--- src/hw/evpu_pkg.sv ---
// shared constants and types for the exception vector priority unit
package evpu_pkg;
	// register bus shape
	localparam int ADDR_W = 4;
	localparam int DATA_W = 8;
	localparam logic [ADDR_W-1:0] ADDR_BASE_PAGE = 4'h0;
	localparam logic [ADDR_W-1:0] ADDR_STATUS = 4'h1;
	localparam logic [DATA_W-1:0] BASE_PAGE_RST = 8'hFF;
	localparam logic [7:0] PAGE_TOP = 8'hFF;
	localparam logic [DATA_W-1:0] RDATA_NONE = 8'h00;
	// status register fields
	localparam int STAT_SRC_LSB = 0;
	localparam int STAT_SRC_W = 4;
	localparam int STAT_PEND_BIT = 4;
	// vector low bytes and fixed reset vectors
	localparam logic [7:0] VEC_LOW_ZERO = 8'h00;
	localparam logic [7:0] OFF_SPURIOUS = 8'h80;
	localparam logic [7:0] OFF_GEN_LOW = 8'h82;
	localparam logic [7:0] OFF_GEN_TOP = 8'hF2;
	localparam logic [7:0] OFF_XIRQ = 8'hF4;
	localparam logic [7:0] OFF_SWI = 8'hF6;
	localparam logic [7:0] OFF_TRAP = 8'hF8;
	localparam logic [15:0] VEC_RST_PIN = 16'hFFFE;
	localparam logic [15:0] VEC_RST_CLKMON = 16'hFFFC;
	localparam logic [15:0] VEC_RST_WDOG = 16'hFFFA;
	// general request count limits
	localparam int GEN_MIN = 2;
	localparam int GEN_MAX = 57;
	localparam int GEN_IDX_W = 6;

	// granted source of the last vector fetch
	typedef enum logic [STAT_SRC_W-1:0] {
		EVPU_SRC_NONE,
		EVPU_SRC_RST_PIN,
		EVPU_SRC_RST_CLKMON,
		EVPU_SRC_RST_WDOG,
		EVPU_SRC_TRAP,
		EVPU_SRC_SWI,
		EVPU_SRC_XIRQ,
		EVPU_SRC_GEN,
		EVPU_SRC_SPURIOUS
	} evpu_src_type;

	// fixed exception requests, all active high levels
	typedef struct packed {
		logic rst_pin;
		logic rst_clkmon;
		logic rst_wdog;
		logic trap;
		logic software_exception;
		logic xirq;
	} evpu_req_type;

	// register bus request
	typedef struct packed {
		logic [ADDR_W-1:0] addr;
		logic [DATA_W-1:0] wdata;
		logic wr;
		logic rd;
	} evpu_bus_type;

	// whole state of the top module
	typedef struct packed {
		logic [DATA_W-1:0] base_page;
		logic [DATA_W-1:0] rdata;
		logic [15:0] vec_addr;
		logic vec_valid;
		logic cpu_pending;
		evpu_src_type last_src;
	} evpu_state_type;
endpackage : evpu_pkg

--- src/hw/evpu_top.sv ---
// exception vector priority unit: base page register, priority and vector generation
//
// The strobed register port and the register offsets are this design's own decisions.
`timescale 1ns/10ps
module evpu_top #(
	parameter int NUM_GEN = 57
) (
	input wire logic core_clk,
	input wire logic arst_n,
	input wire evpu_pkg::evpu_bus_type bus,
	output logic [evpu_pkg::DATA_W-1:0] rdata,
	input wire evpu_pkg::evpu_req_type req,
	input wire logic [NUM_GEN-1:0] gen_req,
	input wire logic cpu_gen_mask,
	input wire logic cpu_hp_mask,
	input wire logic debug_monitor,
	input wire logic stop_mode,
	input wire logic vec_fetch,
	output logic [15:0] vec_addr,
	output logic vec_valid,
	output logic cpu_pending,
	output logic wake_req
);
	// refuse counts beyond the vector slots
	generate
		if (NUM_GEN < evpu_pkg::GEN_MIN || NUM_GEN > evpu_pkg::GEN_MAX)
		begin : g_bad_num_gen
			$error("evpu_top: NUM_GEN out of range");
		end
	endgenerate

	evpu_pkg::evpu_state_type state_ff;
	evpu_pkg::evpu_state_type nxt_state;
	logic gen_any;
	logic [evpu_pkg::GEN_IDX_W-1:0] gen_idx;
	logic any_rst;
	logic hp_q;
	logic gen_q;
	logic [7:0] page;
	logic [7:0] gen_low;
	logic [15:0] sel_vec;
	evpu_pkg::evpu_src_type sel_src;

	evpu_prio_enc #(
		.NUM_GEN(NUM_GEN)
	) u_prio (
		.req(gen_req),
		.any(gen_any),
		.idx(gen_idx)
	);

	// request qualification against the cpu mask flags
	always_comb
	begin
		any_rst = req.rst_pin | req.rst_clkmon | req.rst_wdog;
		hp_q = req.xirq & ~cpu_hp_mask;
		gen_q = gen_any & ~cpu_gen_mask & ~(req.trap | req.software_exception | hp_q);
		page = debug_monitor ? evpu_pkg::PAGE_TOP : state_ff.base_page;
		// full index kept: slots above 31 need its top bit, doubled into an 8-bit offset
		gen_low = evpu_pkg::OFF_GEN_TOP - {1'b0, gen_idx, 1'b0};
	end

	// priority walk, highest vector first; evaluated every cycle, latched only when fetched
	always_comb
	begin
		sel_vec = {page, evpu_pkg::OFF_SPURIOUS};
		sel_src = evpu_pkg::EVPU_SRC_SPURIOUS;
		if (req.rst_pin)
		begin
			sel_vec = evpu_pkg::VEC_RST_PIN;
			sel_src = evpu_pkg::EVPU_SRC_RST_PIN;
		end
		else if (req.rst_clkmon)
		begin
			sel_vec = evpu_pkg::VEC_RST_CLKMON;
			sel_src = evpu_pkg::EVPU_SRC_RST_CLKMON;
		end
		else if (req.rst_wdog)
		begin
			sel_vec = evpu_pkg::VEC_RST_WDOG;
			sel_src = evpu_pkg::EVPU_SRC_RST_WDOG;
		end
		else if (req.trap)
		begin
			sel_vec = {page, evpu_pkg::OFF_TRAP};
			sel_src = evpu_pkg::EVPU_SRC_TRAP;
		end
		else if (req.software_exception)
		begin
			sel_vec = {page, evpu_pkg::OFF_SWI};
			sel_src = evpu_pkg::EVPU_SRC_SWI;
		end
		else if (hp_q)
		begin
			sel_vec = {page, evpu_pkg::OFF_XIRQ};
			sel_src = evpu_pkg::EVPU_SRC_XIRQ;
		end
		else if (gen_q)
		begin
			sel_vec = {page, gen_low};
			sel_src = evpu_pkg::EVPU_SRC_GEN;
		end
	end

	// next state: register file, fetch answer, pending flag
	always_comb
	begin
		nxt_state = state_ff;
		nxt_state.vec_valid = 1'b0;
		nxt_state.rdata = evpu_pkg::RDATA_NONE;
		// base page write; a reset request reloads it to BASE_PAGE_RST and wins over a same-cycle write
		if (any_rst)
		begin
			nxt_state.base_page = evpu_pkg::BASE_PAGE_RST;
		end
		else if (bus.wr && bus.addr == evpu_pkg::ADDR_BASE_PAGE)
		begin
			nxt_state.base_page = bus.wdata;
		end
		// read answer stands for exactly one cycle; unmapped reads give zero
		if (bus.rd)
		begin
			unique case (bus.addr)
				evpu_pkg::ADDR_BASE_PAGE:
				begin
					nxt_state.rdata = state_ff.base_page;
				end
				evpu_pkg::ADDR_STATUS:
				begin
					nxt_state.rdata[evpu_pkg::STAT_SRC_LSB +: evpu_pkg::STAT_SRC_W] =
						state_ff.last_src;
					nxt_state.rdata[evpu_pkg::STAT_PEND_BIT] = state_ff.cpu_pending;
				end
				default:
				begin
					nxt_state.rdata = evpu_pkg::RDATA_NONE;
				end
			endcase
		end
		// vector latched at the fetch itself, never at recognition
		if (vec_fetch)
		begin
			nxt_state.vec_addr = sel_vec;
			nxt_state.vec_valid = 1'b1;
			nxt_state.last_src = sel_src;
		end
		nxt_state.cpu_pending = req.trap | req.software_exception | hp_q | gen_q;
	end

	// single state register
	always_ff @(posedge core_clk or negedge arst_n)
	begin
		if (!arst_n)
		begin
			state_ff <= '{base_page: evpu_pkg::BASE_PAGE_RST, rdata: evpu_pkg::RDATA_NONE,
				vec_addr: evpu_pkg::VEC_RST_PIN, vec_valid: 1'b0, cpu_pending: 1'b0,
				last_src: evpu_pkg::EVPU_SRC_NONE};
		end
		else
		begin
			state_ff <= nxt_state;
		end
	end

	assign rdata = state_ff.rdata;
	assign vec_addr = state_ff.vec_addr;
	assign vec_valid = state_ff.vec_valid;
	assign cpu_pending = state_ff.cpu_pending;

	// wake path is combinational: the clock is gated off in stop mode
	assign wake_req = stop_mode & (req.xirq | (gen_any & ~cpu_gen_mask));

	function automatic logic last_src_spur();
		return state_ff.last_src == evpu_pkg::EVPU_SRC_SPURIOUS;
	endfunction : last_src_spur
endmodule : evpu_top

--- src/hw/evpu_prio_enc.sv ---
// fixed priority encoder over the general maskable requests
`timescale 1ns/10ps
module evpu_prio_enc #(
	parameter int NUM_GEN = 57
) (
	input wire logic [NUM_GEN-1:0] req,
	output logic any,
	output logic [evpu_pkg::GEN_IDX_W-1:0] idx
);
	logic [NUM_GEN-1:0] win;

	// index 0 owns the highest vector, so it shadows every index above it
	genvar g;
	generate
		for (g = 0; g < NUM_GEN; g++)
		begin : g_win
			if (g == 0)
			begin : g_first
				assign win[g] = req[g];
			end
			else
			begin : g_rest
				assign win[g] = req[g] & ~(|req[g-1:0]);
			end
		end
	endgenerate

	// one-hot winner folded into a binary index
	always_comb
	begin
		idx = '0;
		for (int i = 0; i < NUM_GEN; i++)
		begin
			if (win[i])
			begin
				idx = idx | i[evpu_pkg::GEN_IDX_W-1:0];
			end
		end
		any = |req;
	end
endmodule : evpu_prio_enc

--- config.mk ---
export PLATFORM = sky130hd
export DESIGN_NAME = evpu_top
export DESIGN_NICKNAME = d
export VERILOG_FILES = /design/src/hw/evpu_pkg.sv /design/src/hw/evpu_top.sv /design/src/hw/evpu_prio_enc.sv
export SDC_FILE = /design/constraint.sdc
export NUM_CORES = 1
export LEC_CHECK = 0
export ABC_AREA = 1
export ABC_CLOCK_PERIOD_IN_PS = 1200
export BUFFER_PORTS_ARGS = -buffer_cell sky130_fd_sc_hd__buf_2
export CORE_UTILIZATION = 35
export DETAILED_ROUTE_END_ITERATION = 8
export GPL_TIMING_DRIVEN = 0
export HOLD_SLACK_MARGIN = 0.05
export PLACE_DENSITY = 0.59
export SLEW_MARGIN = 10
export SYNTH_ARGS = -nofsm -noshare
export SYNTH_HDL_FRONTEND = slang
export SYNTH_SLANG_ARGS = --single-unit
--- constraint.sdc ---
create_clock -name core_clk -period 1.2 [get_ports core_clk]
set_input_delay 0 -clock core_clk [delete_from_list [all_inputs] [get_ports core_clk]]
set_output_delay 0 -clock core_clk [all_outputs]
set_load 0.01 [all_outputs]
# Yosys cells after proc, flatten, opt, wreduce, memory -nomap -nowiden
# Cells that the tools add are included.
[word_totals]
reg_bits = 38
latchBits = 0
ramBits = 0
romBits = 0
input_bits = 84
out_inout_bits = 27
word_cells = 314
memories = 0
[classes]
add_sub_neg = 1
mul = 0
div_mod_pow = 0
n_lt_le_gt_ge = 0
eq_ne = 1
n_shift = 0
n_mux = 122
bitwise = 125
n_reduce_logical = 59
[op_table]
columns = ["op", "count"]
rows = [
  ["$mux 16", 27],
  ["$mux 6", 25],
  ["$mux 4", 36],
  ["$mux 5", 17],
  ["$and 1x1->1", 60],
  ["$not 1->1", 59],
  ["$reduce_or 57->1", 1],
  ["$reduce_or 56->1", 1],
  ["$reduce_or 55->1", 1],
  ["$reduce_or 54->1", 1],
  ["$reduce_or 53->1", 1],
  ["$reduce_or 52->1", 1],
  ["$reduce_or 51->1", 1],
  ["$reduce_or 50->1", 1],
  ["$reduce_or 49->1", 1],
  ["$mux 8", 6],
  ["$reduce_or 48->1", 1],
  ["$reduce_or 47->1", 1],
  ["$reduce_or 46->1", 1],
  ["$reduce_or 45->1", 1],
  ["$reduce_or 44->1", 1],
  ["$reduce_or 43->1", 1],
  ["$reduce_or 42->1", 1],
  ["$reduce_or 41->1", 1],
  ["other kinds (49)", 61],
]

# Depth between registers and ports, before layout
[logic_depth]
word_depth = 87
depth_mapped = 21
ltp_nobuf = 21

# Modules after synthesis
# From an unflattened synthesis, not the netlist that was laid out.
[unflattened]
cells_unflattened = 449
area_unflattened_um2 = 3079.2
[by_module_without_submodules]
columns = ["mod", "instances", "cells_per_inst", "area_per_inst_um2", "seq_area_each_um2"]
rows = [
  ["evpu_top", 1, 212, 1940.6, 954.7],
  ["evpu_prio_enc", 1, 237, 1138.6, 0.0],
]

# Least setup slack after synthesis
# OpenSTA, ideal clock, no wires.
[synth_path]
path_kind = "input port to flip-flop"
start = "in gen_req[7]"
end = "reg state_ff (netlist bit vec_addr[6])"
setup_time_ps = 73
t_arrival_ps = 1741
required_time_ps = 1127
setup_slack_ps = -614
cell_stages = 19
n_path_buf = 1
cell_sequence = "nor2_1 > nand2_1 > nor2_4 > nand2_4 > nor2_8 > buf_6 > nand2_1 > nor2_1 > nor2_1 > nand3_1 > nor2_1 > nand2_1 > inv_2 > ha_1 > inv_1 > nand3_1 > o21ai_1 > nand3_1 > a21oi_1"
[synth_between]
elab_chain_cells = 81
word_cells_on_any_way = 230
[synth_rtl]
columns = ["item", "line", "text"]
rows = [
  ["start: declaration", "evpu_top.sv:13", "input wire logic [NUM_GEN-1:0] gen_req,"],
  ["$reduce_or 8->1", "evpu_prio_enc.sv:23", "assign win[g] = req[g] & ~(|req[g-1:0]);"],
  ["$not 1->1", "evpu_prio_enc.sv:23", ""],
  ["$and 1x1->1", "evpu_prio_enc.sv:23", ""],
  ["$mux 4 (8 in a row)", "evpu_prio_enc.sv:34", "if (win[i])"],
  ["$mux 5 (16 in a row)", "evpu_prio_enc.sv:34", ""],
  ["$mux 6 (25 in a row)", "evpu_prio_enc.sv:34", ""],
  ["$sub 8x7->8", "evpu_top.sv:60", "gen_low = evpu_pkg::OFF_GEN_TOP - {1'b0, gen_idx, 1'b0};"],
  ["$mux 8 *", "evpu_top.sv:98", "else if (gen_q)"],
  ["[... 18 more ...]", "--", ""],
  ["$mux 16 *", "evpu_top.sv:78", "else if (req.rst_wdog)"],
  ["$mux 16 *", "evpu_top.sv:73", "else if (req.rst_clkmon)"],
  ["$mux 16 *", "evpu_top.sv:68", "if (req.rst_pin)"],
  ["$mux 16 *", "evpu_top.sv:78", ""],
  ["$mux 16 *", "evpu_top.sv:73", ""],
  ["$mux 16 *", "evpu_top.sv:68", ""],
  ["$mux 16 *", "evpu_top.sv:73", ""],
  ["$mux 16 * (2 in a row)", "evpu_top.sv:68", ""],
  ["end signal: assignment", "evpu_top.sv:155", "state_ff <= '{base_page: evpu_pkg::BASE_PAGE_RST, rdata: evpu_pkg::RDATA_NONE,"],
  ["end signal: assignment", "evpu_top.sv:161", "state_ff <= nxt_state;"],
  ["end: declaration", "evpu_top.sv:32", "evpu_pkg::evpu_state_type state_ff;"],
]
# Every way passes the cells marked *; elsewhere a longest branch is shown, timed or not. The select of a mux whose other input is x is not followed.
# A chain may end at the register's enable or synchronous reset.

# Worst setup path in the final report
[layout_path]
start = "in gen_req[23]"
end = "reg state_ff (netlist bit vec_addr[6])"
[layout_between]
elab_chain_cells = 65
word_cells_on_any_way = 166
[layout_rtl]
columns = ["item", "line", "text"]
rows = [
  ["$reduce_or 24->1", "evpu_prio_enc.sv:23", ""],
  ["$not 1->1", "evpu_prio_enc.sv:23", ""],
  ["$and 1x1->1", "evpu_prio_enc.sv:23", ""],
  ["$mux 5 (8 in a row)", "evpu_prio_enc.sv:34", ""],
  ["$mux 6 (25 in a row)", "evpu_prio_enc.sv:34", ""],
  ["$sub 8x7->8", "evpu_top.sv:60", ""],
  ["$mux 8 *", "evpu_top.sv:98", ""],
  ["$mux 16 *", "evpu_top.sv:93", "else if (hp_q)"],
  ["[... 17 more ...]", "--", ""],
  ["$mux 16 *", "evpu_top.sv:78", ""],
  ["$mux 16 *", "evpu_top.sv:73", ""],
  ["$mux 16 *", "evpu_top.sv:68", ""],
  ["$mux 16 *", "evpu_top.sv:78", ""],
  ["$mux 16 *", "evpu_top.sv:73", ""],
  ["$mux 16 *", "evpu_top.sv:68", ""],
  ["$mux 16 *", "evpu_top.sv:73", ""],
  ["$mux 16 * (2 in a row)", "evpu_top.sv:68", ""],
]
# Marked as above.

==> metrics.txt <==
Initial DRC Count=approximately 130; core area=8260 sq um; Vias=between 3,000 and 4,000; Final Wtd Congestion=0.899; sequential area share after synthesis=a little under a third; Synth Area in XOR/XNOR=0%; fin crit share=142%; status=finished, violations left; Finished Cell Area=roughly 4700 sq um; Worst setup EP type=register; DP Area=between 3000 and 4000 sq um; slew margin rel.=46.9%; CP Class=input pin to register; yosys warns=0; layout cells sized above 1=48.8%; TritonCTS clock tree=done; Final Hold Fails=0; power density over the cells=638 nW/um^2; overall global routing resource usage=20.0%; GRT overflow=0; crit-path max cell delay=0.18 ns; fin. max-slew vios=0; Final HPWL DP=6500 um; Filler Cell Count=816; Mapped Nets=between 500 and 600; Synth Area in Compound Gates=13.5%; max frequency=588 MHz; Starting Density=36.2%; Cell Rows=33; final core area utilization=~57%; Final nets=693; worst slew pin tran=0.797 ns; critical path cell sequence=buf_2 -> nor2_1 -> nand2_2 -> nor2_4 -> nand2_4 -> nor2_8 -> nand2_4 -> nor2_4 -> nand2_2 -> nor2_4 -> nor2_2 -> nand2_1 -> inv_2 -> ha_4 -> inv_4 -> nand3_2 -> o21ai_2 -> nand3_1 -> a21oi_1; Top Ports=~110; Setup Skew=0.00374 ns; worst vdd ir=0.000405 V; area growth from synthesis to layout=57.1%; Syn Area/Cell=6.82 sq um; WP data arrival=1.93 ns; Die ar.=between 8000 and 9000 sq um; most used cell, CP=nor2_4; WL/cell=12.7 um; most numerous cell in the Yosys netlist=nor2_1; TritonRoute pass-1 iters=4; first-pass GRT wire length=14,100 um; CTS Buf Count=5; Synth Area in Simple Gates=a little under two fifths; Setup crit start kind=input pin; largest net degree at the start of global routing=38; clock buffer depth=2; vias in the first global route=3,356; RSZ-0062 raised after global routing=true; Post-Place Setup Slack=-0.947 ns; Crit-path slowest cell=nor2_8; vias per inst=4.82; hold path depth=3; ANT nets after route=0; H-Tree Depth=2; Clock Tree Root=clkbuf_8; Unique masters post-synth=45; CP Data Required Time=1.43 ns; Clock Latency Late Sink=around 0.30 ns; Max FO, Critical Path=6; Async S/R FF share, synth=100%; area leader, netlist=dfstp_2; placed cells=652; most frequent cells after synthesis=73 x nor2_1, 71 x inv_1, 62 x nand2_1; DR DRC count=0; Seq cells post-synth=37; drt total wl=just over 9000 um; worst hold path type=input pin to register; max_cap viols=0; worst reg2reg path depth=2; die height=94.5 um; Synth area leaders=dfstp_2 20%, dfrtp_1 12%, nor2_1 9.2%; Sink Count=37; Worst-path clk slew=0.07 ns; Setup-failing EPs final=12; fin crit period=1.70 ns; largest family of logic cells by synthesized area=simple AND/OR/NAND/NOR gates; Synth Area in Adders=0.418%; mux contribution to synthesized area=0%; share of the synthesized area in the top cell type=20.2%; leakage=2.39 nW; failing checks=setup timing; Cells after Synth=439; Final Worst Setup Slack=-0.499 ns; Mapped Area=2990 sq um; Die Wd=around 94 um; EDFF count, synth=0; initial antenna violation count=1; IO Port Bufs=108; Primary FF master, synth=dfstp_2; fin cells=just over 700
layout make-up:
type                    instances  area [sq um]  share of cell area (%)
flip-flops and latches         37           955                    20.3
plain buffers                  27           199                    4.23
clock inverters                 2          13.8                   0.293
well taps                     105           131                    2.79
inverters                      75           284                    6.04
clock buffers                   6          82.6                    1.76
multi-input cells             298          1900                    40.4
repair buffers                164          1140                    24.2
diodes                          1          2.50                  0.0532
state kept, by name, summed over array words and instances, names as in the netlist:
register,count
vec_addr,15
cpu_pending,1
rdata,8
state_ff,12
vec_valid,1
cells by family (layout without fill, tap and decap cells):
kind of cell,Yosys count,after routing
simple gates,230,230
buf+inv,104,274
compound gates,66,66
flops,37,37
fa+ha+maj,1,1
other cells,1,2
per-layer routing:
| metal | GRT usage, % | routed length, um |
|---|---|---|
| met2 | 36.8 | 4590 |
| met3 | 2.42 | 355 |
| met5 | 0 | 0 |
| met1 | 23.5 | 3850 |
| met4 | 7.70 | 264 |
worst max-delay path: cells and delay by family:
| kind | cells | cell delay, ns |
|---|---|---|
| buffers and inverters | 3 | 0.24 |
| AND/OR/NAND/NOR | 13 | 1.35 |
| AO/OA/AOI/OAI | 2 | 0.19 |
| adder cells (fa/ha/maj) | 1 | 0.16 |
power by group:
group	internal [mW]	total (mW)	switching, mW
clock network	0.466	0.939	0.473
logic	0.357	0.741	0.383
registers	1.30	1.32	0.0200
through the flow:
| step | setup TNS, ns | power, mW | hold WS, ns |
|---|---|---|---|
| 3_3_place_gp | -10.27 | 1.88 | 0.125 |
| 4_1_cts | -4.71 | 2.97 | 0.0224 |
| 2_1_floorplan | -3.00 | 1.60 | -0.296 |
| 3_5_place_dp | -10.53 | 1.89 | 0.125 |
| 5_1_grt | -6.04 | 3.16 | 0.0559 |
| 6_report | -4.99 | 3.00 | 0.0374 |
final timing paths:
check,from,to,slack [ns]
worst min register to register,vec_addr[1],vec_addr[1],0.49
worst max register to register,state_ff[30],rdata[0],0.33
worst max-delay path,gen_req[23],vec_addr[6],-0.50
min in group asynchronous,arst_n,rdata[2],0.33
max in group asynchronous,arst_n,state_ff[0],0.37
worst min-delay path,vec_fetch,vec_addr[6],0.04
repair_timing:
item | in CTS | in global routing
resized for setup | 62 | 54
hold endpoints to repair | 35 | 1
endpoints found under the setup margin | 12 | 26
hold buffers | 18 | 2
buffers inserted | 29 | 8
pin swaps | 33 | 33
gates cloned | 1 | 0
placed cells by master (no fill, tap or decap), drive strengths merged, types with 2 or more instances in the layout:
cell	count
dfrtp	14
nand3b	4
o21ai	36
nor3	8
and3	2
dlygate4sd3	20
nand2	67
nand3	40
o32ai	8
a31oi	2
clkbuf	8
or2	5
nor2	87
o21bai	3
nor4	3
nor3b	2
buf	169
inv	75
nand4	10
dfstp	23
a21oi	12
clkinv	2
No activity file was read; power rests on OpenSTA's default activity.
